$ cat src/core/dbca_map.svh
// Named offsets, field positions, reset values and counts for the burst column access block.
`ifndef DBCA_MAP_SVH
`define DBCA_MAP_SVH
// ----------------------------------------
// Register offsets
// ----------------------------------------
`define DBCA_OFS_MODE 8'h00
`define DBCA_OFS_EMR 8'h04
`define DBCA_OFS_STAT 8'h08
// ----------------------------------------
// Field positions and codes
// ----------------------------------------
`define DBCA_BL_MSB 2
`define DBCA_BL_LSB 0
`define DBCA_BT_BIT 3
`define DBCA_CL_MSB 6
`define DBCA_CL_LSB 4
`define DBCA_AL_MSB 5
`define DBCA_AL_LSB 3
`define DBCA_A10_BIT 10
`define DBCA_BL4_CODE 3'h2
`define DBCA_BL8_CODE 3'h3
`define DBCA_BA_MR 2'h0
`define DBCA_BA_EMR 2'h1
`define DBCA_STAT_PAD 25'h0
// ----------------------------------------
// Reset values and counts
// ----------------------------------------
`define DBCA_MODE_RST 8'h32
`define DBCA_EMR_RST 8'h00
`define DBCA_PIN_RST 39'h7F_FFFF_FFFB
`define DBCA_HALF_BL4 4'h2
`define DBCA_HALF_BL8 4'h4
`define DBCA_LAST_BL4 3'h3
`define DBCA_LAST_BL8 3'h7
`define DBCA_RESP_OKAY 2'h0
`define DBCA_RESP_SLVERR 2'h2
`endif

$ cat src/core/dbca_pkg.sv
// Types shared by the burst column access block.
package dbca_pkg;
	typedef enum logic [5:0] {
		DBCA_NOP = 6'h01,
		DBCA_ACT = 6'h02,
		DBCA_RD = 6'h04,
		DBCA_WR = 6'h08,
		DBCA_PRE = 6'h10,
		DBCA_MRS = 6'h20
	} dbca_cmd_e;
	typedef struct packed {
		logic valid;
		logic wr;
		logic ap;
		logic [1:0] bank;
		logic [9:0] col;
	} dbca_slot_s;
	typedef logic [9:0] dbca_col_t;
endpackage

$ cat src/core/dbca_burst_ord.sv
// Column offset of one burst beat from start address, length and type.
`timescale 1ns/100ps
`default_nettype none
module dbca_burst_ord (
	input wire logic [2:0] start,
	input wire logic [2:0] beat,
	input wire logic bl8,
	input wire logic ilv,
	output logic [2:0] ofs
);
	// Sequential order wraps inside the nibble; the upper bit only flips for eight beats.
	wire [1:0] seq_lo = start[1:0] + beat[1:0];
	wire hi = bl8 ? (start[2] ^ beat[2]) : start[2];
	assign ofs = ilv ? {hi, start[1:0] ^ beat[1:0]} : {hi, seq_lo};
endmodule
`default_nettype wire

$ cat src/core/dbca_top.sv
// Column burst access logic of a four bank DDR2 device with an AXI4-Lite register port.
`timescale 1ns/100ps
`default_nettype none
`include "dbca_map.svh"
module dbca_top (
	input wire logic sys_clk,
	input wire logic rst_b,
	input wire logic ce,
	input wire logic [7:0] s_axi_awaddr,
	input wire logic s_axi_awvalid,
	output logic s_axi_awready,
	input wire logic [31:0] s_axi_wdata,
	input wire logic [3:0] s_axi_wstrb,
	input wire logic s_axi_wvalid,
	output logic s_axi_wready,
	output logic [1:0] s_axi_bresp,
	output logic s_axi_bvalid,
	input wire logic s_axi_bready,
	input wire logic [7:0] s_axi_araddr,
	input wire logic s_axi_arvalid,
	output logic s_axi_arready,
	output logic [31:0] s_axi_rdata,
	output logic [1:0] s_axi_rresp,
	output logic s_axi_rvalid,
	input wire logic s_axi_rready,
	input wire logic ck,
	input wire logic cs_b,
	input wire logic ras_b,
	input wire logic cas_b,
	input wire logic we_b,
	input wire logic [1:0] ba,
	input wire logic [12:0] addr,
	input wire logic [15:0] dq_i,
	output logic [15:0] dq_o,
	output logic dq_oe_b,
	input wire logic dqs_i,
	output logic dqs_o,
	output logic dqs_oe_b,
	input wire logic [1:0] dm,
	output logic [1:0] arr_rd_bank,
	output dbca_pkg::dbca_col_t arr_rd_col,
	input wire logic [15:0] arr_rd_data,
	output logic arr_we,
	output logic [1:0] arr_wr_bank,
	output dbca_pkg::dbca_col_t arr_wr_col,
	output logic [15:0] arr_wr_data,
	output logic [1:0] arr_wr_lane_en,
	output logic pre_ok,
	output logic wr_recov_start
);
	import dbca_pkg::*;

	// ----------------------------------------
	// Pin synchronisers
	// ----------------------------------------
	logic [38:0] pin1_q, pin2_q;
	logic ck_s, cs_s, ras_s, cas_s, we_s, dqs_s;
	logic [1:0] ba_s, dm_s;
	logic [12:0] addr_s;
	logic [15:0] dq_s;
	logic ck_prev_q, dqs_prev_q;

	always_ff @(posedge sys_clk) begin
		if (!rst_b) begin
			pin1_q <= `DBCA_PIN_RST;
			pin2_q <= `DBCA_PIN_RST;
			ck_prev_q <= 1'b1;
			dqs_prev_q <= 1'b0;
		end else if (ce) begin
			pin1_q <= {ck, cs_b, ras_b, cas_b, we_b, ba, addr, dq_i, dqs_i, dm};
			pin2_q <= pin1_q;
			ck_prev_q <= ck_s;
			dqs_prev_q <= dqs_s;
		end
	end
	assign {ck_s, cs_s, ras_s, cas_s, we_s, ba_s, addr_s, dq_s, dqs_s, dm_s} = pin2_q;

	wire tick_r = ck_s & ~ck_prev_q;
	wire tick_f = ~ck_s & ck_prev_q;
	wire ck_edge = tick_r | tick_f;
	wire dqs_r = dqs_s & ~dqs_prev_q;
	wire dqs_f = ~dqs_s & dqs_prev_q;

	// ----------------------------------------
	// Command decode and mode fields
	// ----------------------------------------
	// Code 110 is burst terminate on older parts and is taken as no operation here.
	dbca_cmd_e cmd;
	assign cmd = cs_s ? DBCA_NOP :
		({ras_s, cas_s, we_s} == 3'h3) ? DBCA_ACT :
		({ras_s, cas_s, we_s} == 3'h5) ? DBCA_RD :
		({ras_s, cas_s, we_s} == 3'h4) ? DBCA_WR :
		({ras_s, cas_s, we_s} == 3'h2) ? DBCA_PRE :
		({ras_s, cas_s, we_s} == 3'h0) ? DBCA_MRS : DBCA_NOP;

	logic [7:0] mode_q, emr_q;
	wire [2:0] bl_code = mode_q[`DBCA_BL_MSB:`DBCA_BL_LSB];
	wire ilv = mode_q[`DBCA_BT_BIT];
	wire [2:0] cl = mode_q[`DBCA_CL_MSB:`DBCA_CL_LSB];
	wire [2:0] al = emr_q[`DBCA_AL_MSB:`DBCA_AL_LSB];
	wire bl8 = (bl_code == `DBCA_BL8_CODE);
	wire bl_ok = bl8 | (bl_code == `DBCA_BL4_CODE);
	wire [3:0] half = bl8 ? `DBCA_HALF_BL8 : `DBCA_HALF_BL4;
	wire [2:0] last = bl8 ? `DBCA_LAST_BL8 : `DBCA_LAST_BL4;
	wire [3:0] rl = {1'b0, al} + {1'b0, cl};
	wire col_cmd = (cmd == DBCA_RD) | (cmd == DBCA_WR);
	wire a10 = addr_s[`DBCA_A10_BIT];

	// ----------------------------------------
	// Latency line, one slot per link clock
	// ----------------------------------------
	// Slot i holds the column command issued i+1 clocks ago; taps pick the ages that matter.
	dbca_slot_s line_q [0:15];
	dbca_slot_s slot_now;
	assign slot_now = '{valid: col_cmd & bl_ok, wr: (cmd == DBCA_WR), ap: a10, bank: ba_s, col: addr_s[9:0]};

	always_ff @(posedge sys_clk) begin
		if (!rst_b) begin
			for (int i = 0; i < 16; i++) begin
				line_q[i] <= '0;
			end
		end else if (ce && tick_r) begin
			line_q[0] <= slot_now;
			for (int i = 1; i < 16; i++) begin
				line_q[i] <= line_q[i-1];
			end
		end
	end

	wire [3:0] idx_rd = rl - 4'h1;
	wire [3:0] idx_wr = rl - 4'h2;
	wire [3:0] idx_rp = {1'b0, al} + half - 4'h1;
	wire [3:0] idx_wrr = rl + half - 4'h2;
	dbca_slot_s s_rd, s_wr, s_rp, s_wrr;
	assign s_rd = line_q[idx_rd];
	assign s_wr = line_q[idx_wr];
	assign s_rp = line_q[idx_rp];
	assign s_wrr = line_q[idx_wrr];
	wire rd_start = tick_r & s_rd.valid & ~s_rd.wr;
	wire pre_amb = tick_r & s_wr.valid & ~s_wr.wr;
	wire wr_open = tick_r & s_wr.valid & s_wr.wr;
	wire pre_ok_d = tick_r & s_rp.valid & ~s_rp.wr;
	wire wr_recov_d = tick_r & s_wrr.valid & s_wrr.wr;

	// ----------------------------------------
	// Read burst engine
	// ----------------------------------------
	logic rd_active_q, rd_load_q;
	logic [2:0] rd_beat_q;
	logic [1:0] rd_bank_q;
	dbca_col_t rd_col_q;
	// A new start restarts the beat count, which covers seamless and two clock interrupts alike.
	wire rd_end = rd_active_q & ck_edge & (rd_beat_q == last) & ~rd_start;
	wire rd_adv = rd_active_q & ck_edge & (rd_beat_q != last) & ~rd_start;
	wire rd_step = rd_start | rd_adv;
	wire [2:0] rd_beat_d = rd_start ? 3'h0 : rd_beat_q + 3'h1;
	dbca_col_t rd_scol_d;
	assign rd_scol_d = rd_start ? s_rd.col : rd_col_q;
	wire [1:0] rd_bank_d = rd_start ? s_rd.bank : rd_bank_q;
	wire [2:0] rd_ofs;
	dbca_burst_ord u_rd_ord (
		.start(rd_scol_d[2:0]),
		.beat(rd_beat_d),
		.bl8(bl8),
		.ilv(ilv),
		.ofs(rd_ofs)
	);
	dbca_col_t rd_acol_d;
	assign rd_acol_d = bl8 ? {rd_scol_d[9:3], rd_ofs} : {rd_scol_d[9:2], rd_ofs[1:0]};

	logic [15:0] dq_o_q;
	logic dq_oe_b_q, dqs_o_q, dqs_oe_b_q;
	logic [1:0] arr_rd_bank_q;
	dbca_col_t arr_rd_col_q;

	always_ff @(posedge sys_clk) begin
		if (!rst_b) begin
			rd_active_q <= 1'b0;
			rd_load_q <= 1'b0;
			rd_beat_q <= 3'h0;
			rd_bank_q <= 2'h0;
			rd_col_q <= '0;
			arr_rd_bank_q <= 2'h0;
			arr_rd_col_q <= '0;
		end else if (ce) begin
			rd_load_q <= rd_step;
			if (rd_step) begin
				rd_active_q <= 1'b1;
				rd_beat_q <= rd_beat_d;
				rd_col_q <= rd_scol_d;
				rd_bank_q <= rd_bank_d;
				arr_rd_bank_q <= rd_bank_d;
				arr_rd_col_q <= rd_acol_d;
			end else if (rd_end) begin
				rd_active_q <= 1'b0;
			end
		end
	end

	// The array answers in the cycle its address stands, so data and strobe follow one cycle later.
	always_ff @(posedge sys_clk) begin
		if (!rst_b) begin
			dq_o_q <= 16'h0000;
			dq_oe_b_q <= 1'b1;
			dqs_o_q <= 1'b0;
			dqs_oe_b_q <= 1'b1;
		end else if (ce) begin
			if (rd_load_q) begin
				dq_o_q <= arr_rd_data;
				dqs_o_q <= ~rd_beat_q[0];
			end
			if (rd_start) begin
				dq_oe_b_q <= 1'b0;
			end else if (rd_end) begin
				dq_oe_b_q <= 1'b1;
				dqs_oe_b_q <= 1'b1;
			end
			// A burst that ends on the preamble tick still hands the strobe to the next one.
			if (pre_amb && (!rd_active_q || rd_end)) begin
				dqs_oe_b_q <= 1'b0;
				dqs_o_q <= 1'b0;
			end
		end
	end

	// ----------------------------------------
	// Write capture engine
	// ----------------------------------------
	logic wr_active_q, wr_armed_q;
	logic [2:0] wr_beat_q;
	logic [1:0] wr_bank_q;
	dbca_col_t wr_col_q;
	// The first beat needs a rising strobe after the preamble; later beats take either edge.
	wire wr_go = wr_open | wr_active_q;
	wire wr_arm_eff = wr_open | wr_armed_q;
	wire [2:0] wr_beat_eff = wr_open ? 3'h0 : wr_beat_q;
	dbca_col_t wr_scol;
	assign wr_scol = wr_open ? s_wr.col : wr_col_q;
	wire [1:0] wr_sbank = wr_open ? s_wr.bank : wr_bank_q;
	wire cap = wr_go & (wr_arm_eff ? dqs_r : (dqs_r | dqs_f));
	wire wr_done = cap & (wr_beat_eff == last);
	wire [2:0] wr_ofs;
	dbca_burst_ord u_wr_ord (
		.start(wr_scol[2:0]),
		.beat(wr_beat_eff),
		.bl8(bl8),
		.ilv(ilv),
		.ofs(wr_ofs)
	);
	dbca_col_t wr_acol;
	assign wr_acol = bl8 ? {wr_scol[9:3], wr_ofs} : {wr_scol[9:2], wr_ofs[1:0]};

	logic arr_we_q;
	logic [1:0] arr_wr_bank_q, arr_wr_lane_en_q;
	dbca_col_t arr_wr_col_q;
	logic [15:0] arr_wr_data_q;

	always_ff @(posedge sys_clk) begin
		if (!rst_b) begin
			wr_active_q <= 1'b0;
			wr_armed_q <= 1'b0;
			wr_beat_q <= 3'h0;
			wr_bank_q <= 2'h0;
			wr_col_q <= '0;
		end else if (ce) begin
			if (wr_open) begin
				wr_col_q <= s_wr.col;
				wr_bank_q <= s_wr.bank;
			end
			if (wr_done) begin
				wr_active_q <= 1'b0;
				wr_armed_q <= 1'b0;
			end else if (cap) begin
				wr_active_q <= 1'b1;
				wr_armed_q <= 1'b0;
				wr_beat_q <= wr_beat_eff + 3'h1;
			end else if (wr_open) begin
				wr_active_q <= 1'b1;
				wr_armed_q <= 1'b1;
				wr_beat_q <= 3'h0;
			end
		end
	end

	// Mask bits only reach the array through this write path, never the read path.
	always_ff @(posedge sys_clk) begin
		if (!rst_b) begin
			arr_we_q <= 1'b0;
			arr_wr_bank_q <= 2'h0;
			arr_wr_col_q <= '0;
			arr_wr_data_q <= 16'h0000;
			arr_wr_lane_en_q <= 2'h0;
		end else if (ce) begin
			arr_we_q <= cap;
			if (cap) begin
				arr_wr_bank_q <= wr_sbank;
				arr_wr_col_q <= wr_acol;
				arr_wr_data_q <= dq_s;
				arr_wr_lane_en_q <= ~dm_s;
			end
		end
	end

	// ----------------------------------------
	// Bank state and timing events
	// ----------------------------------------
	logic [3:0] open_q;
	logic pre_ok_q, wr_recov_q;
	wire [3:0] ba_mask = 4'h1 << ba_s;
	wire [3:0] act_set = (tick_r && cmd == DBCA_ACT) ? ba_mask : 4'h0;
	wire [3:0] pre_clr = (tick_r && cmd == DBCA_PRE) ? (a10 ? 4'hF : ba_mask) : 4'h0;
	wire [3:0] ap_clr = ((pre_ok_d && s_rp.ap) ? (4'h1 << s_rp.bank) : 4'h0) |
		((wr_recov_d && s_wrr.ap) ? (4'h1 << s_wrr.bank) : 4'h0);
	wire [3:0] open_d = (open_q & ~(pre_clr | ap_clr)) | act_set;

	always_ff @(posedge sys_clk) begin
		if (!rst_b) begin
			open_q <= 4'h0;
			pre_ok_q <= 1'b0;
			wr_recov_q <= 1'b0;
		end else if (ce) begin
			open_q <= open_d;
			pre_ok_q <= pre_ok_d;
			wr_recov_q <= wr_recov_d;
		end
	end

	// ----------------------------------------
	// AXI4-Lite register slave
	// ----------------------------------------
	logic awready_q, wready_q, bvalid_q, arready_q, rvalid_q, aw_got_q, w_got_q;
	logic [1:0] bresp_q, rresp_q;
	logic [7:0] awaddr_q;
	logic [31:0] wdata_q, rdata_q;
	logic [3:0] wstrb_q;
	wire aw_hs = s_axi_awvalid & awready_q;
	wire w_hs = s_axi_wvalid & wready_q;
	wire do_wr = aw_got_q & w_got_q & ~bvalid_q;
	wire wr_hit = (awaddr_q == `DBCA_OFS_MODE) | (awaddr_q == `DBCA_OFS_EMR) | (awaddr_q == `DBCA_OFS_STAT);
	wire sw_mode = do_wr & wstrb_q[0] & (awaddr_q == `DBCA_OFS_MODE);
	wire sw_emr = do_wr & wstrb_q[0] & (awaddr_q == `DBCA_OFS_EMR);
	wire pin_mr = tick_r & (cmd == DBCA_MRS) & (ba_s == `DBCA_BA_MR);
	wire pin_emr = tick_r & (cmd == DBCA_MRS) & (ba_s == `DBCA_BA_EMR);
	wire [7:0] mode_d = pin_mr ? addr_s[7:0] : sw_mode ? wdata_q[7:0] : mode_q;
	wire [7:0] emr_d = pin_emr ? addr_s[7:0] : sw_emr ? wdata_q[7:0] : emr_q;
	wire [31:0] stat = {`DBCA_STAT_PAD, ~bl_ok, wr_active_q, rd_active_q, open_q};
	wire ar_mode = (s_axi_araddr == `DBCA_OFS_MODE);
	wire ar_emr = (s_axi_araddr == `DBCA_OFS_EMR);
	wire ar_stat = (s_axi_araddr == `DBCA_OFS_STAT);
	wire [31:0] rd_mux = ar_mode ? {24'h0, mode_q} : ar_emr ? {24'h0, emr_q} : ar_stat ? stat : 32'h0;
	wire ar_hs = s_axi_arvalid & arready_q;

	always_ff @(posedge sys_clk) begin
		if (!rst_b) begin
			mode_q <= `DBCA_MODE_RST;
			emr_q <= `DBCA_EMR_RST;
		end else if (ce) begin
			mode_q <= mode_d;
			emr_q <= emr_d;
		end
	end

	always_ff @(posedge sys_clk) begin
		if (!rst_b) begin
			awready_q <= 1'b1;
			wready_q <= 1'b1;
			aw_got_q <= 1'b0;
			w_got_q <= 1'b0;
			bvalid_q <= 1'b0;
			bresp_q <= `DBCA_RESP_OKAY;
			awaddr_q <= 8'h00;
			wdata_q <= 32'h0;
			wstrb_q <= 4'h0;
		end else if (ce) begin
			if (aw_hs) begin
				aw_got_q <= 1'b1;
				awready_q <= 1'b0;
				awaddr_q <= s_axi_awaddr;
			end
			if (w_hs) begin
				w_got_q <= 1'b1;
				wready_q <= 1'b0;
				wdata_q <= s_axi_wdata;
				wstrb_q <= s_axi_wstrb;
			end
			if (do_wr) begin
				aw_got_q <= 1'b0;
				w_got_q <= 1'b0;
				bvalid_q <= 1'b1;
				bresp_q <= wr_hit ? `DBCA_RESP_OKAY : `DBCA_RESP_SLVERR;
			end else if (bvalid_q && s_axi_bready) begin
				bvalid_q <= 1'b0;
				awready_q <= 1'b1;
				wready_q <= 1'b1;
			end
		end
	end

	always_ff @(posedge sys_clk) begin
		if (!rst_b) begin
			arready_q <= 1'b1;
			rvalid_q <= 1'b0;
			rdata_q <= 32'h0;
			rresp_q <= `DBCA_RESP_OKAY;
		end else if (ce) begin
			if (ar_hs) begin
				arready_q <= 1'b0;
				rvalid_q <= 1'b1;
				rdata_q <= rd_mux;
				rresp_q <= (ar_mode | ar_emr | ar_stat) ? `DBCA_RESP_OKAY : `DBCA_RESP_SLVERR;
			end else if (rvalid_q && s_axi_rready) begin
				rvalid_q <= 1'b0;
				arready_q <= 1'b1;
			end
		end
	end

	// ----------------------------------------
	// Outputs
	// ----------------------------------------
	assign s_axi_awready = awready_q;
	assign s_axi_wready = wready_q;
	assign s_axi_bvalid = bvalid_q;
	assign s_axi_bresp = bresp_q;
	assign s_axi_arready = arready_q;
	assign s_axi_rvalid = rvalid_q;
	assign s_axi_rdata = rdata_q;
	assign s_axi_rresp = rresp_q;
	assign dq_o = dq_o_q;
	assign dq_oe_b = dq_oe_b_q;
	assign dqs_o = dqs_o_q;
	assign dqs_oe_b = dqs_oe_b_q;
	assign arr_rd_bank = arr_rd_bank_q;
	assign arr_rd_col = arr_rd_col_q;
	assign arr_we = arr_we_q;
	assign arr_wr_bank = arr_wr_bank_q;
	assign arr_wr_col = arr_wr_col_q;
	assign arr_wr_data = arr_wr_data_q;
	assign arr_wr_lane_en = arr_wr_lane_en_q;
	assign pre_ok = pre_ok_q;
	assign wr_recov_start = wr_recov_q;
endmodule
`default_nettype wire

$ cat config.mk
export PLATFORM = sky130hd
export DESIGN_NAME = dbca_top
export DESIGN_NICKNAME = d
export VERILOG_FILES = /design/src/core/dbca_pkg.sv /design/src/core/dbca_burst_ord.sv /design/src/core/dbca_top.sv
export VERILOG_INCLUDE_DIRS = /design/src /design/src/core
export SDC_FILE = /design/constraint.sdc
export NUM_CORES = 1
export LEC_CHECK = 0
export ABC_AREA = 1
export BUFFER_PORTS_ARGS = -buffer_cell sky130_fd_sc_hd__clkbuf_2
export CELL_PAD_IN_SITES_DETAIL_PLACEMENT = 1
export CELL_PAD_IN_SITES_GLOBAL_PLACEMENT = 2
export CORE_ASPECT_RATIO = 0.8
export CORE_MARGIN = 5
export CORE_UTILIZATION = 35
export DETAILED_ROUTE_END_ITERATION = 10
export PLACE_DENSITY = 0.82
export SETUP_SLACK_MARGIN = 0.05
export SLEW_MARGIN = 40
export SYNTH_ARGS = -nofsm -noshare
export SYNTH_HDL_FRONTEND = slang
export SYNTH_SLANG_ARGS = --single-unit
$ cat constraint.sdc
create_clock -name sys_clk -period 25.8 [get_ports sys_clk]
set_clock_uncertainty 0.2 [all_clocks]
set_input_delay 2.58 -clock sys_clk [delete_from_list [all_inputs] [get_ports sys_clk]]
set_output_delay 2.58 -clock sys_clk [all_outputs]
set_load 0.02 [all_outputs]
# After elaboration in Yosys (flattened, before gate mapping)
# Memory sizes are Yosys's and may differ from the RTL's.
# Cells that the tools add are included.
[word_totals]
ff_bits = 256
n_memories = 1
ramBits = 240
out_inout_bits = 105
word_cells = 288
[classes]
bitwise = 81
n_reduce_logical = 45
shift = 3
n_mux = 85
addsub = 11
n_eq_ne = 20
[mem_list]
columns = ["name", "words", "width", "rd", "rd_ports_with_merged_regs", "wr", "line", "rtl"]
rows = [
  ["line_q", 16, 15, 19, 0, 16, "dbca_top.sv:113", "dbca_slot_s line_q [0:15];"],
]
[ops]
columns = ["cell", "n"]
rows = [
  ["two-way mux 15 bit", 16],
  ["two-way mux 8 bit", 6],
  ["two-way mux 1 bit", 36],
  ["two-way mux 6 bit", 6],
  ["AND reduction 2 bit", 18],
  ["AND 1 bit", 32],
  ["bitwise OR 1 bit", 27],
  ["two-way mux 3 bit", 7],
  ["two-way mux 10 bit", 2],
  ["two-way mux 4 bit", 5],
  ["nonzero test 2 bit", 10],
  ["equality test 8 x 3 -> 1 bit, second input constant", 2],
  ["equality test 8 x 4 -> 1 bit, second input constant", 2],
  ["zero test 8 bit", 2],
  ["equality test 3 x 2 -> 1 bit, second input constant", 4],
  ["two-way mux 2 bit", 6],
  ["NOT 1 bit", 12],
  ["bitwise OR 4 bit", 3],
  ["<< shifter 1 x 2 -> 4 bit, first input constant", 3],
  ["adder 3 x 3 -> 4 bit", 2],
  ["logical AND 1 bit", 8],
  ["subtractor 4 x 1 -> 4 bit, second input constant", 2],
  ["subtractor 4 x 2 -> 4 bit, second input constant", 2],
  ["two-way mux 7 bit", 1],
  ["24 further kinds", 31],
]

# Depth between registers and ports, before layout
[logic_depth]
ltp_word = 14
ltp_mapped = 27
depth_no_buf = 23

# Modules after synthesis
# A second synthesis with hierarchy kept.
[hier_totals]
hier_cells = 3083
hier_area_um2 = 23627.7
[by_module_without_submodules]
columns = ["mod", "instances", "seq_area_each_um2", "area_each_um2", "cells_per_inst"]
rows = [
  ["dbca_top", 1, 11591.1, 23445.0, 3045],
  ["dbca_burst_ord", 2, 0.0, 91.3, 19],
]

# Worst setup path after synthesis
# OpenSTA, ideal clock, no wires.
[synth_path]
kind = "input-to-reg"
startpoint = "input port ce"
endpoint = "memory line_q[0][0] in the netlist's numbering (enable)"
cell_stages = 4
slack_ns = 4.609
required_ns = 24.428
arrival_time_ns = 19.819
setup_ns = 1.172
cell_sequence = "buf_2 > inv_2 > buf_1 > o21ai_0"
[synth_rtl]
columns = ["item", "line", "rtl"]
rows = [
  ["start: declaration", "dbca_top.sv:8", "input wire logic ce,"],
  ["end: declaration", "dbca_top.sv:113", ""],
]

# Worst setup path after layout
[layout_path]
startpoint = "register emr_q[3]"
endpoint = "register open_q[2]"
[layout_between]
elab_chain_cells = 13
word_cells_on_any_way = 22
classes_between = "add/sub: 5; shift: 2; mux: 2; bitwise: 10; reduce/logical: 2; memory: 1"
[layout_lines]
columns = ["item", "line", "rtl"]
rows = [
  ["start: declaration", "dbca_top.sv:96", "logic [7:0] mode_q, emr_q;"],
  ["start signal: assignment", "dbca_top.sv:356", "emr_q <= `DBCA_EMR_RST;"],
  ["start signal: assignment", "dbca_top.sv:359", "emr_q <= emr_d;"],
  ["adder 3 x 3 -> 4 bit", "dbca_top.sv:105", "wire [3:0] rl = {1'b0, al} + {1'b0, cl};"],
  ["adder 4 x 3 -> 4 bit", "dbca_top.sv:133", "wire [3:0] idx_wrr = rl + half - 4'h2;"],
  ["subtractor 4 x 2 -> 4 bit", "dbca_top.sv:133", ""],
  ["memory read (16 x 15 bit) *", "--", ""],
  ["AND 1 bit (2 in series)", "dbca_top.sv:143", "wire wr_recov_d = tick_r & s_wrr.valid & s_wrr.wr;"],
  ["logical AND 1 bit", "dbca_top.sv:313", "((wr_recov_d && s_wrr.ap) ? (4'h1 << s_wrr.bank) : 4'h0);"],
  ["two-way mux 4 bit", "dbca_top.sv:313", ""],
  ["bitwise OR 4 bit *", "dbca_top.sv:312", "wire [3:0] ap_clr = ((pre_ok_d && s_rp.ap) ? (4'h1 << s_rp.bank) : 4'h0) |"],
  ["bitwise OR 4 bit *", "dbca_top.sv:314", "wire [3:0] open_d = (open_q & ~(pre_clr | ap_clr)) | act_set;"],
  ["NOT 4 bit *", "dbca_top.sv:314", ""],
  ["AND 4 bit *", "dbca_top.sv:314", ""],
  ["bitwise OR 4 bit *", "dbca_top.sv:314", ""],
  ["end signal: assignment", "dbca_top.sv:322", "open_q <= open_d;"],
  ["end: declaration", "dbca_top.sv:307", "logic [3:0] open_q;"],
]
# Every way passes the cells marked *; elsewhere a longest branch is shown, timed or not.
# A chain may end at the register's enable or synchronous reset.

==> impl_metrics.tcl <==
set metrics [dict create \
    place.gp.congestion 0.831 \
    yosysWarnings 0 \
    ys_seq_area_share_pct 49.7 \
    vias 20700 \
    crit_type "register to register" \
    start_util_pct 35.4 \
    drc 0 \
    syn_inst 2988 \
    path_clk_slew_ns 0.06 \
    setup_violations 0 \
    synth.distinct_cells 57 \
    layout-drive-gt1-share_pct 10.4 \
    setup_tns_ns 0 \
    cp_data_required_time_ns 26.05 \
    cts_setup_buffers 0 \
    synth_top_area_cell "edfxtp_1" \
    arrival_ns 5.69 \
    end_kind "register" \
    track_usage_pct 20.6 \
    worstHoldPathType "register to register" \
    detail-route-antenna-nets 0 \
    p_per_area_nw_per_um2 63.5 \
    hpwlAfterDp_um 50400 \
    grt_pass1_vias 20800 \
    cp_slowest_cell "inv_1" \
    grt.overflow.total 0 \
    start_kind "register" \
    timing.final.crit_share_pct 21.1 \
    syn-cell-area_um2 23300 \
    peakVddDrop_mv 0.0452 \
    finalMaxSlewViolations 0 \
    synth_ff_type "edfxtp_1" \
    synth.avg_cell_area_um2 7.81 \
    synth_top_cell_area_share_pct 30.9 \
    min_period_ns 5.43 \
    via_per_inst 5.24 \
    clk_latency_ns 0.61 \
    drtIter0Drc 1363 \
    rsz0062_at_grt "false" \
    cts_tree "yes" \
    area_growth_pct 12.2 \
    clock.fmax_mhz 184 \
    rows 84 \
    clock_path_buffers 3 \
    numCtsBuffers 50 \
    cts_root_buf "clkbuf_16" \
    ios 220 \
    fp.dieH_um 241 \
    critPathMostFrequentCell "nand2_1" \
    die_x_um 299 \
    cts.repair.resized 0 \
    final_nets 3173 \
    path_cells "buf_4 -> ha_4 -> fa_1 -> buf_4 -> inv_2 -> buf_4 -> ha_1 -> buf_4 -> inv_1 -> o21ai_0 -> nand2_1 -> nand2_1 -> nand2_1 -> nand2_1 -> nor2_1 -> nand3_1 -> nand3_1 -> nand2_1 -> nand2_1 -> a21oi_1" \
    outcome "complete, no violations" \
    ys_top_cells_by_area "edfxtp_1 (31%), dfxtp_1 (19%), nand2_1 (9.6%)" \
    async_flop_share_pct 0 \
    cts.sinks 459 \
    cap_violations 0 \
    grt_first_pass_wirelength_um 119000 \
    die_area_um2 72000 \
    p_leak_nw 11.6 \
    path_max_fanout 50 \
    htree_num_levels 2 \
    fin_util_pct 39.8 \
    antenna_found_initial 0 \
    slowest_delay_ns 0.67 \
    ys_seq_elements 459 \
    grt_max_degree 118 \
    postRouteWirelength_um 77300 \
    portBuffers 164 \
    core_area_um2 65900 \
    wl_per_cell_um 19.6 \
    hold_viol_final 0 \
    diodes 0 \
    worst_pin_slew_ns 0.879 \
    synth_edf_count 240 \
    dr.pass1.iters 5 \
    relSlewSlack_pct 41.3 \
    hold_buffers 0 \
]
-- sequential cells by signal, summed over array words and instances, names as in the netlist, 3 cells and up --
signal,flops
rd_beat_q,3
wdata_q,8
arr_wr_col,10
emr_q,8
dq_o,16
line_q,240
s_axi_rdata,8
pin1_q,37
wr_col_q,10
arr_wr_data,16
mode_q,8
open_q,4
wr_beat_q,3
arr_rd_col,3
awaddr_q,8
rd_col_q,10
pin2_q,37
-- power breakdown --
group	internal, mW	switching [mW]	leakage, nW	total, mW
Combinational	0.0388	0.0890	6.50	0.128
Sequential	0.809	0.0234	4.29	0.832
Clock	0.398	0.307	0.772	0.705
Total	1.25	0.419	11.6	1.66
-- metrics by stage --
| step | setup WS (ns) | hold slack [ns] | area, um2 | instances | power [mW] |
|---|---|---|---|---|---|
| after floorplan | 4.61 | 0.206 | 23400 | 3013 | 0.946 |
| after global placement | 19.79 | 0.220 | 24500 | 3848 | 0.968 |
| after detailed placement | 20.03 | 0.226 | 24600 | 3849 | 0.976 |
| after CTS | 19.98 | 0.242 | 26200 | 3942 | 1.69 |
| after global routing | 19.99 | 0.250 | 26200 | 3943 | 1.74 |
| final | 20.37 | 0.237 | 26200 | 3943 | 1.66 |
-- critical path, delay by kind of cell (launching register included) --
kind | cells | cell delay [ns]
buffers and inverters | 6 | 2.13
flip-flops | 1 | 0.31
adder cells (fa/ha/maj) | 3 | 0.97
AND/OR/NAND/NOR | 9 | 1.25
AO/OA/AOI/OAI | 2 | 0.33
-- path summary, 6_finish.rpt --
kind / start / cells after the start / to / slack [ns]
setup / recovery: emr_q[3]$_SDFFE_PN0P_ / 20 / open_q[2]$_SDFFE_PN0P_ / 20.37
setup reg to reg: emr_q[3]$_SDFFE_PN0P_ / 20 / open_q[2]$_SDFFE_PN0P_ / 20.37
hold / removal: pin2_q[1]$_SDFFE_PN1P_ / 1 / arr_wr_lane_en[1]$_SDFFE_PN0P_ / 0.24
hold reg to reg: pin2_q[1]$_SDFFE_PN1P_ / 1 / arr_wr_lane_en[1]$_SDFFE_PN0P_ / 0.24
-- cells in the mapped netlist (6+ instances only) --
cell      number
nand2_1      594
o21ai_0      391
inv_1        359
nor2_1       300
edfxtp_1     240
a21oi_1      237
dfxtp_1      219
nand3_1      191
clkbuf_1     115
buf_4         46
o211ai_1      44
buf_2         41
a211oi_1      26
a22oi_1       15
buf_1         14
ha_1          14
nand2_2       11
nand4_1       10
a31oi_1        9
inv_2          8
o21a_1         8
o22ai_1        7
nor3_1         6
xor2_1         6
-- metal layers --
metal,track usage [%],part of all wire [%]
met1,28.3,47
met2,34.3,47
met3,3.36,4.6
met4,4.99,2.1
met5,0,0
-- kinds of logic (layout without fill, tap and decap cells) --
kind of cell	after synthesis	after routing	synth area share [%]
buffers and inverters	592	662	10.6
DFF	459	459	49.7
other	1	26	0.0161
adders and majority gates	16	16	0.922
and+or+nand+nor	1143	1143	20.4
xor gates and xnor gates	9	9	0.370
AOI/OAI and AO/OA	768	768	18.0
-- placed cells by master, fill, tap and decap left out, drive strengths merged, types with 44 or more instances in the layout --
master  instances
nand2         610
o21ai         399
inv           371
nor2          304
edfxtp        240
a21oi         240
clkbuf        231
dfxtp         219
nand3         198
o211ai         44
-- layout make-up --
cell class              count  area (um2)
clock inverters            24         176
clock buffers              69        1400
multi-input cells        1962        9440
inverters                 373        1410
repair buffers            196        1120
flip-flops and latches    459       11600
fillers                  8032       39700
well taps                 860        1080
Power figures use the tool's default switching activity.
